<file path="config.mk">
export PLATFORM = sky130hd
export DESIGN_NAME = tvu_trap_vector_unit
export DESIGN_NICKNAME = d
export VERILOG_FILES = /design/src/pkg/tvu_pkg.sv /design/src/rtl/tvu_trap_vector_unit.sv
export SDC_FILE = /design/constraint.sdc
export NUM_CORES = 1
export LEC_CHECK = 0
export ABC_AREA = 0
export BUFFER_PORTS_ARGS = -buffer_cell sky130_fd_sc_hd__buf_2
export CORE_ASPECT_RATIO = 1.5
export CORE_UTILIZATION = 46
export DETAILED_ROUTE_END_ITERATION = 8
export PLACE_DENSITY = 0.78
export SLEW_MARGIN = 25
export SYNTH_ARGS = -nofsm -noshare
export SYNTH_HDL_FRONTEND = slang
export SYNTH_SLANG_ARGS = --single-unit
</file>
<file path="constraint.sdc">
create_clock -name mclk_in -period 25.5 [get_ports mclk_in]
set_clock_uncertainty 0.05 [all_clocks]
set_input_delay 3.825 -clock mclk_in [delete_from_list [all_inputs] [get_ports mclk_in]]
set_output_delay 3.825 -clock mclk_in [all_outputs]
set_load 0.01 [all_outputs]
</file>
<file path="src/pkg/tvu_pkg.sv">
package tvu_pkg;
   // ----------------------------------------
   // Trap numbers and vectors
   // ----------------------------------------
   localparam logic [6:0] TRAP_NMI = 7'h02;
   localparam logic [6:0] TRAP_STACK_OVER = 7'h04;
   localparam logic [6:0] TRAP_STACK_UNDER = 7'h06;
   localparam logic [6:0] TRAP_CLASS_B = 7'h0A;
   localparam logic [6:0] TRAP_NODE_BASE = 7'h10;
   localparam logic [8:0] VEC_NMI = 9'h008;
   localparam logic [8:0] VEC_STACK_OVER = 9'h010;
   localparam logic [8:0] VEC_STACK_UNDER = 9'h018;
   localparam logic [8:0] VEC_CLASS_B = 9'h028;
   localparam int NODES = 16;
   localparam int FLAG_W = 8;
   // Trap flag bit positions
   localparam int FB_NMI = 7;
   localparam int FB_STACK_OVER = 6;
   localparam int FB_STACK_UNDER = 5;
   localparam int FB_UNDEF_OPCODE = 4;
   localparam int FB_PROT_FAULT = 3;
   localparam int FB_WORD_OPERAND = 2;
   localparam int FB_INSTR_ACCESS = 1;
   localparam int FB_EXT_BUS = 0;
   localparam logic [7:0] FLAGS_RST = 8'h00;
   localparam logic [3:0] LEVEL_IDLE = 4'h0;
   // Service priorities; SVC_B and SVC_A rank above every interrupt level
   localparam logic [1:0] SVC_NONE = 2'h0;
   localparam logic [1:0] SVC_INT = 2'h1;
   localparam logic [1:0] SVC_B = 2'h2;
   localparam logic [1:0] SVC_A = 2'h3;

   function automatic logic [8:0] tvu_vec(input logic [6:0] num);
      tvu_vec = {num, 2'b00};
   endfunction : tvu_vec
endpackage : tvu_pkg

</file>
<file path="src/rtl/tvu_trap_vector_unit.sv">
`timescale 1ns/1ps
// Notes on behaviour
// - Hardware traps vector immediately, cannot be masked.
// - Each trap sets its own flag bit.
// - Trap preempts unless a trap of same or higher class active.
// - Interrupts and event transfers wait during traps.
// - Class A traps use their fixed vectors.
// - Class B causes share one vector, own flags.
// - Each node has request, enable, vector.
// - Trap instruction vectors to its number.
// - Sixteen levels; only higher priority preempts.
// - Software may set node request flag.
module tvu_trap_vector_unit
(
   input wire logic mclk_in,
   input wire logic rst_n_in,
   input wire logic [7:0] trap_event_in,
   input wire logic [7:0] trap_flag_clear_in,
   input wire logic [tvu_pkg::NODES-1:0] node_event_in,
   input wire logic [tvu_pkg::NODES-1:0] node_request_set_in,
   input wire logic [tvu_pkg::NODES-1:0] node_request_clear_in,
   input wire logic [tvu_pkg::NODES-1:0] node_enable_in,
   input wire logic [tvu_pkg::NODES*4-1:0] node_level_in,
   input wire logic [tvu_pkg::NODES-1:0] node_transfer_in,
   input wire logic sw_trap_in,
   input wire logic [6:0] sw_trap_num_in,
   input wire logic service_done_in,
   output logic branch_out,
   output logic [8:0] vector_out,
   output logic [6:0] trap_num_out,
   output logic transfer_req_out,
   output logic [3:0] transfer_node_out,
   output logic [7:0] trap_flag_register_out,
   output logic [tvu_pkg::NODES-1:0] node_request_flag_out,
   output logic [1:0] service_class_out,
   output logic [3:0] cpu_level_out
);
   import tvu_pkg::*;

   logic [7:0] flags_q, flags_d;
   logic [NODES-1:0] req_q, req_d;
   logic branch_q, branch_d, xfer_q, xfer_d;
   logic [8:0] vec_q, vec_d;
   logic [6:0] num_q, num_d;
   logic [3:0] pnode_q, pnode_d, lvl_q, lvl_d;
   logic [1:0] svc_q, svc_d;
   logic [7:0] trap_hit;
   logic class_a, class_b, best_v;
   logic [3:0] best_lvl, best_idx;

   // ----------------------------------------
   // Best pending enabled node
   // ----------------------------------------
   always_comb
   begin
      best_v = 1'b0;
      best_lvl = LEVEL_IDLE;
      best_idx = 4'h0;
      for (int i = 0; i < NODES; i++)
      begin
         if (req_q[i] && node_enable_in[i] && (!best_v || node_level_in[i*4 +: 4] > best_lvl))
         begin
            best_v = 1'b1;
            best_lvl = node_level_in[i*4 +: 4];
            best_idx = 4'(i);
         end
      end
   end

   // ----------------------------------------
   // Flags, arbitration and vectoring
   // ----------------------------------------
   always_comb
   begin
      trap_hit = trap_event_in;
      class_a = |trap_hit[FB_NMI:FB_STACK_UNDER];
      class_b = |trap_hit[FB_UNDEF_OPCODE:FB_EXT_BUS];
      flags_d = (flags_q & ~trap_flag_clear_in) | trap_hit;
      req_d = (req_q & ~node_request_clear_in) | node_event_in | node_request_set_in;
      branch_d = 1'b0;
      xfer_d = 1'b0;
      vec_d = vec_q;
      num_d = num_q;
      pnode_d = pnode_q;
      lvl_d = lvl_q;
      svc_d = svc_q;
      if (service_done_in)
      begin
         svc_d = SVC_NONE;
         lvl_d = LEVEL_IDLE;
      end
      if (class_a && svc_q != SVC_A)
      begin
         branch_d = 1'b1;
         svc_d = SVC_A;
         if (trap_hit[FB_NMI])
         begin
            vec_d = VEC_NMI;
            num_d = TRAP_NMI;
         end
         else if (trap_hit[FB_STACK_OVER])
         begin
            vec_d = VEC_STACK_OVER;
            num_d = TRAP_STACK_OVER;
         end
         else
         begin
            vec_d = VEC_STACK_UNDER;
            num_d = TRAP_STACK_UNDER;
         end
      end
      else if (class_b && svc_q < SVC_B)
      begin
         branch_d = 1'b1;
         svc_d = SVC_B;
         vec_d = VEC_CLASS_B;
         num_d = TRAP_CLASS_B;
      end
      else if (svc_q < SVC_B && sw_trap_in)
      begin
         branch_d = 1'b1;
         svc_d = SVC_INT;
         vec_d = tvu_vec(sw_trap_num_in);
         num_d = sw_trap_num_in;
      end
      else if (svc_q < SVC_B && best_v && (svc_q == SVC_NONE || best_lvl > lvl_q))
      begin
         req_d[best_idx] = 1'b0 | node_event_in[best_idx] | node_request_set_in[best_idx];
         if (node_transfer_in[best_idx])
         begin
            xfer_d = 1'b1;
            pnode_d = best_idx;
         end
         else
         begin
            branch_d = 1'b1;
            svc_d = SVC_INT;
            lvl_d = best_lvl;
            num_d = TRAP_NODE_BASE + 7'(best_idx);
            vec_d = tvu_vec(TRAP_NODE_BASE + 7'(best_idx));
         end
      end
   end

   always_ff @(posedge mclk_in or negedge rst_n_in)
   begin
      if (!rst_n_in)
      begin
         flags_q <= FLAGS_RST;
         req_q <= '0;
         branch_q <= 1'b0;
         xfer_q <= 1'b0;
         vec_q <= '0;
         num_q <= '0;
         pnode_q <= '0;
         lvl_q <= LEVEL_IDLE;
         svc_q <= SVC_NONE;
      end
      else
      begin
         flags_q <= flags_d;
         req_q <= req_d;
         branch_q <= branch_d;
         xfer_q <= xfer_d;
         vec_q <= vec_d;
         num_q <= num_d;
         pnode_q <= pnode_d;
         lvl_q <= lvl_d;
         svc_q <= svc_d;
      end
   end

   // ----------------------------------------
   // Registered outputs
   // ----------------------------------------
   assign branch_out = branch_q;
   assign vector_out = vec_q;
   assign trap_num_out = num_q;
   assign transfer_req_out = xfer_q;
   assign transfer_node_out = pnode_q;
   assign trap_flag_register_out = flags_q;
   assign node_request_flag_out = req_q;
   assign service_class_out = svc_q;
   assign cpu_level_out = lvl_q;
endmodule : tvu_trap_vector_unit

</file>
# After elaboration in Yosys (flattened, before gate mapping)
# Index checks and enable logic that the tools add are counted.
# totals
latchBits,0
n_memories,0
mem_bits_ro,0
mem_bits_rw,0
in_bits,171
ff_bits,52
# op_classes
add_sub_neg,1
mux,96
div_mod_pow,0
reduce_logical,74
n_eq_ne,2
bitwise,11
shift,0
magnitude_cmp,19
n_mul,0
# ops
operator,n
4-bit 2-to-1 mux,37
4-bit > comparator,16
16-bit 2-to-1 mux,4
9-bit 2-to-1 mux,5
1-bit logical AND,37
7-bit 2-to-1 mux,5
16-bit OR,2
1-bit 2-to-1 mux,31
16-bit AND,1
16-bit bitwise mux,1
1-bit logical OR,16
16-bit NOT,1
1-bit zero test,15
2-bit 2-to-1 mux,7
1-bit binary-select mux with 4-bit select,3
8-bit AND,1
8-bit NOT,1
8-bit OR,1
"5-bit by 4-bit adder with 6-bit output, first input constant",1
"4-bit by 5-bit less-than comparator with 1-bit output, second input constant",1
5-bit 2-to-1 mux,1
5-bit AND reduction,1
5-bit OR reduction,1
1-bit demux with 4-bit select,1
other kinds (11),13

# Depth between registers and ports, before layout
# logic_depth
depth_word,71
depth_mapped,131
ltp_nobuf,131

# Least setup slack after synthesis
# No wires, ideal clock.
# synth_path
path_type,input port to flip-flop
from,input port node_enable_in[0] (netlist bit)
to,"register pnode_q[0], in the netlist transfer_node_out[0]"
arrival_time_ps,27415
required_ps,25325
path_slack_ps,-2090
setup_ps,125
n_path_buf,0
path_stages,126
cell_sequence,and2_1 > nand2_1 > ha_1 > nor2b_1 > o211ai_1 > a31oi_1 > mux2i_1 > inv_1 > ha_1 > nor2b_1 > o211ai_1 > a31o_2 > mux2_2 > inv_1 > ha_1 > and3b_1 > a2111oi_2 > o21ai_2 > [90 not listed] > o21ai_0 > nand2b_1 > a21oi_1 > a41o_1 > a21oi_1 > clkinv_1 > mux2_2 > ha_1 > nor2b_1 > o21ai_0 > nand2b_1 > a21oi_1 > a41o_1 > a221oi_1 > inv_1 > nor2_1 > nand4_1 > mux2_2
# synth_between
elab_chain_len,66
elab_cells_between_ends,115
classes_between,order compare: 16; mux: 49; reduce/logical: 50
# synth_lines
item,line_no,source
start: declaration,tvu_trap_vector_unit.sv:22,"input wire logic [tvu_pkg::NODES-1:0] node_enable_in,"
1-bit logical AND (*),tvu_trap_vector_unit.sv:61,if (req_q[i] && node_enable_in[i] && (!best_v || node_level_in[i*4 +: 4] > best_lvl))
4-bit 2-to-1 mux or 1-bit 2-to-1 mux (tied branches),tvu_trap_vector_unit.sv:61,
4-bit > comparator or 1-bit zero test (tied branches),tvu_trap_vector_unit.sv:61,
1-bit logical OR,tvu_trap_vector_unit.sv:61,
1-bit logical AND,tvu_trap_vector_unit.sv:61,
4-bit 2-to-1 mux or 1-bit 2-to-1 mux (tied branches),tvu_trap_vector_unit.sv:61,
4-bit > comparator or 1-bit zero test (tied branches),tvu_trap_vector_unit.sv:61,
1-bit logical OR,tvu_trap_vector_unit.sv:61,
[50 not listed],n/a,
4-bit > comparator or 1-bit zero test (tied branches),tvu_trap_vector_unit.sv:61,
1-bit logical OR,tvu_trap_vector_unit.sv:61,
1-bit logical AND,tvu_trap_vector_unit.sv:61,
4-bit 2-to-1 mux,tvu_trap_vector_unit.sv:61,
4-bit > comparator,tvu_trap_vector_unit.sv:126,else if (svc_q < SVC_B && best_v && (svc_q == SVC_NONE || best_lvl > lvl_q))
1-bit logical OR,tvu_trap_vector_unit.sv:126,
1-bit logical AND,tvu_trap_vector_unit.sv:126,
5-bit AND reduction (no source line),n/a,
end signal: assignment,tvu_trap_vector_unit.sv:167,pnode_q <= pnode_d;
end: declaration,tvu_trap_vector_unit.sv:45,"logic [3:0] pnode_q, pnode_d, lvl_q, lvl_d;"
# Every way passes the cells marked *; elsewhere a longest branch is shown, timed or not. The select of a mux whose other input is x is not followed.
# A chain may end at the register's enable or synchronous reset.

# Final worst setup path
# layout_path
from,input port node_enable_in[0] (netlist bit)
to,"register lvl_q[0], in the netlist cpu_level_out[0]"
# layout_between
elab_chain_len,69
elab_cells_between_ends,119
classes_between,order compare: 16; mux: 54; reduce/logical: 49
# layout_lines
item,line_no,source
1-bit logical AND (*),tvu_trap_vector_unit.sv:61,
4-bit 2-to-1 mux or 1-bit 2-to-1 mux (tied branches),tvu_trap_vector_unit.sv:61,
4-bit > comparator or 1-bit zero test (tied branches),tvu_trap_vector_unit.sv:61,
1-bit logical OR,tvu_trap_vector_unit.sv:61,
1-bit logical AND,tvu_trap_vector_unit.sv:61,
4-bit 2-to-1 mux or 1-bit 2-to-1 mux (tied branches),tvu_trap_vector_unit.sv:61,
4-bit > comparator or 1-bit zero test (tied branches),tvu_trap_vector_unit.sv:61,
1-bit logical OR,tvu_trap_vector_unit.sv:61,
[54 not listed],n/a,
1-bit binary-select mux with 4-bit select or 4-bit > comparator (tied branches),"tvu_trap_vector_unit.sv:129, tvu_trap_vector_unit.sv:126",
1-bit 2-to-1 mux (not written as such) or 1-bit logical OR (tied branches),"tvu_trap_vector_unit.sv:129, tvu_trap_vector_unit.sv:126",
4-bit 2-to-1 mux or 1-bit logical AND (tied branches),"tvu_trap_vector_unit.sv:129, tvu_trap_vector_unit.sv:126",
4-bit 2-to-1 mux (*),tvu_trap_vector_unit.sv:126,
4-bit 2-to-1 mux (*),tvu_trap_vector_unit.sv:119,else if (svc_q < SVC_B && sw_trap_in)
4-bit 2-to-1 mux (*),tvu_trap_vector_unit.sv:112,else if (class_b && svc_q < SVC_B)
4-bit 2-to-1 mux (*),tvu_trap_vector_unit.sv:92,if (class_a && svc_q != SVC_A)
net lvl_d[0],tvu_trap_vector_unit.sv:45,
end signal: assignment,tvu_trap_vector_unit.sv:168,lvl_q <= lvl_d;
end: declaration,tvu_trap_vector_unit.sv:45,
# The timed path passes the listed nets; every way through them passes the cells marked *. The select of a mux whose other input is x is not followed.

==> flow_summary.json <==
{
  "syn_area_um2": 5610,
  "root_buffer": "clkbuf_16",
  "dr.pass1.iters": 7,
  "grt_overflow": 0,
  "synthAdderAreaFrac_pct": 12.5,
  "grt_setup_unrepaired": "true",
  "max_slew_margin_pct": 31.1,
  "p_leak_uw": 0.00437,
  "pre_cts_slack_ps": -807,
  "dieWidth_um": 92.1,
  "drtIter0Drc": 320,
  "insertion_delay_ps": 290,
  "grt_use_total_pct": 30.9,
  "outcome": "complete, but fails checks",
  "worstSetupEndpointType": "flop",
  "worstPathArrival_ps": 26420,
  "fin_cells": 1195,
  "grt_pass1_wl_mm": 31.0,
  "r2r_setup_slack_ps": 2270,
  "drive_gt1_share_pct": 54.3,
  "async_flop_share_pct": 100,
  "fin_crit_sh_pct": 103,
  "via_count": 6942,
  "synth_warnings": 0,
  "clockBufferDepth": 2,
  "drv_slew": 0,
  "crit_path_start_kind": "input port",
  "cts_tree": "built",
  "fin_nets": 1267,
  "htreeDepth": 2,
  "worstMarginPinSlew_ps": 1030,
  "coreArea_um2": 12000,
  "peakVddDrop_uv": 168,
  "path_max_fanout": 7,
  "start_util_pct": 46.9,
  "wl_per_cell_um": 17.8,
  "area_growth_pct": 60.1,
  "crit_required_ps": 25660,
  "place_congestion": 0.941,
  "totalWireLength_mm": 21.3,
  "ys_ff_latch": 43,
  "grt_max_degree": 44,
  "hold_path_class": "reg -> reg",
  "synthXorXnorAreaFrac_pct": 0,
  "rows": 49,
  "grt_pass1_vias": 6901,
  "slowest_delay_ps": 430,
  "whs_ps": 428,
  "numCtsBuffers": 5,
  "p_per_area_nw_per_um2": 172,
  "violations": "negative setup slack",
  "synth.distinct_cells": 97,
  "finalWorstSetupSlack_ps": -755,
  "num_antenna_cells": 0,
  "hold_viol": 0,
  "synth_edf_count": 0,
  "drc": 0,
  "path_common_cell": "ha_4",
  "drv_cap": 0,
  "synthFlopType": "dfrtp_1",
  "finalSetupViolCount": 34,
  "antenna_found_initial": 0,
  "dp.cells": 1129,
  "fmax_mhz": 38.1,
  "synth_top_family_by_area": "compound AO/OA/AOI/OAI gates",
  "io_pins": 223,
  "die_h_um": 137,
  "fin_crit_ps": 26260,
  "viasPerCell": 5.81,
  "final_util_pct": 75.1,
  "clkSlewWorstSetupHoldPaths_ps": 70,
  "die_area_um2": 12600,
  "synth_compound_area_share_pct": 29.4,
  "yosys.area_share.simple_pct": 19.3,
  "muxShareOfSynthArea_pct": 11.6,
  "hold_buffers": 0,
  "dpl.hpwl_mm": 15.6,
  "cp_slowest_cell": "or4_4",
  "final.setup.tns_ps": -21510,
  "syn_area_per_cell_um2": 7.83,
  "cts_sinks": 43,
  "synthCells": 716,
  "synth_seq_area_share_pct": 19.2,
  "timing_worst_setup_path_type": "in -> reg",
  "ant_nets": 0,
  "io_buffers": 220,
  "fill_cells": 886
}
[placed cells by master, fill, tap and decap left out, types with 15 or more instances in the layout]
| cell type | n |
|---|---|
| o21ai_0 | 31 |
| nor2_1 | 62 |
| nor2_4 | 15 |
| mux2_4 | 25 |
| a21oi_2 | 21 |
| nand2_1 | 47 |
| buf_2 | 218 |
| dfrtp_1 | 43 |
| mux2_2 | 19 |
| a21o_1 | 17 |
| inv_1 | 75 |
| ha_1 | 27 |
| a21oi_1 | 29 |
| ha_4 | 27 |
| buf_4 | 104 |
[final cells by class]
class / count / area (µm²) / share of cell area [%]
tap: 153 / 191 / 2.13
clock inverter: 3 / 26.3 / 0.293
clock buffer: 5 / 125 / 1.39
sequential: 43 / 1080 / 12.0
timing repair buffer: 332 / 2000 / 22.2
inverter: 93 / 362 / 4.03
multi-input combinational: 566 / 5200 / 57.9
[cells in the mapped netlist (all sizes together) (4+ instances only)]
library cell	instances	share of area, %
inv	92	6.2
nor2	80	5.4
a21oi	58	5.2
ha	55	12
nand2	55	3.7
o21ai	49	4.6
mux2	44	8.9
dfrtp	43	19
a21o	18	2.4
a31oi	17	2.3
mux2i	15	2.7
nand3	15	1.3
buf	13	1.7
o211ai	12	1.8
and2	9	1.1
nand4	9	1.0
nor2b	9	1.0
nand2b	8	0.89
o22ai	8	0.89
o31ai	8	1.4
nor3	6	0.71
a31o	5	0.78
and3	5	0.56
or2	5	0.56
o2111ai	4	0.62
o21a	4	0.67
[sequential cells by signal (all words and copies together) (netlist names)]
name and flops:
transfer_req_out 1, cpu_level_out 4, branch_out 1, node_request_flag_out 16, trap_flag_register_out 8, transfer_node_out 4, service_class_out 2, vector_out 7
[path summary, 6_finish.rpt]
check                                            endpoint                       from  cells after the start
worst min register to register  trap_flag_register_out[6]  trap_flag_register_out[6]                      1
worst max-delay path                     cpu_level_out[0]          node_enable_in[0]                    124
worst max register to register           cpu_level_out[0]   node_request_flag_out[0]                    123
worst min-delay path            trap_flag_register_out[6]  trap_flag_register_out[6]                      1
min in group asynchronous                   vector_out[3]                   rst_n_in                      1
max in group asynchronous       node_request_flag_out[10]                   rst_n_in                      1
[metal layers]
| metal | wire length [µm] | vias up | global-route usage, % |
|---|---|---|---|
| li1 | - | 3251 | - |
| met1 | 7490 | 3252 | 30.7 |
| met2 | 11400 | 334 | 60.0 |
| met3 | 1200 | 105 | 3.92 |
| met4 | 1160 | 0 | 19.3 |
| met5 | 0 | - | 0 |
[through the flow]
step           total power (µW)  cell area (µm²)
4_1_cts                    1340             8290
3_3_place_gp               1120             7590
6_report                   1550             8980
5_1_grt                    1650             8980
2_1_floorplan               853             6000
3_5_place_dp               1150             7590
[kinds of logic (layout without fill, tap and decap cells)]
logic type | after synthesis | count (layout)
other | 1 | 2
multiplexers | 59 | 59
AO/OA/AOI/OAI | 230 | 230
AND/OR/NAND/NOR | 219 | 219
buffers and inverters | 108 | 433
flip-flops | 43 | 43
adder cells (fa/ha/maj) | 56 | 56
[power breakdown]
group | internal (µW) | total [µW] | switching, µW
combinational | 652 | 1380 | 728
sequential | 84.6 | 99.8 | 15.2
clock | 37.2 | 66.8 | 29.6
[critical path: cells and delay by family]
family / cells / cell delay [ps]
adder cells (fa/ha/maj): 17 / 4060
AO/OA/AOI/OAI: 50 / 9230
buffers and inverters: 20 / 1980
multiplexers: 15 / 4340
AND/OR/NAND/NOR: 22 / 2930
[timing repair]
action	4_1_cts	5_1_grt
pin swaps	49	81
gates resized for setup	54	112
setup buffers	34	24
cloned	0	0
setup endpoints to repair	34	34
(Power assumes the default switching activity.)
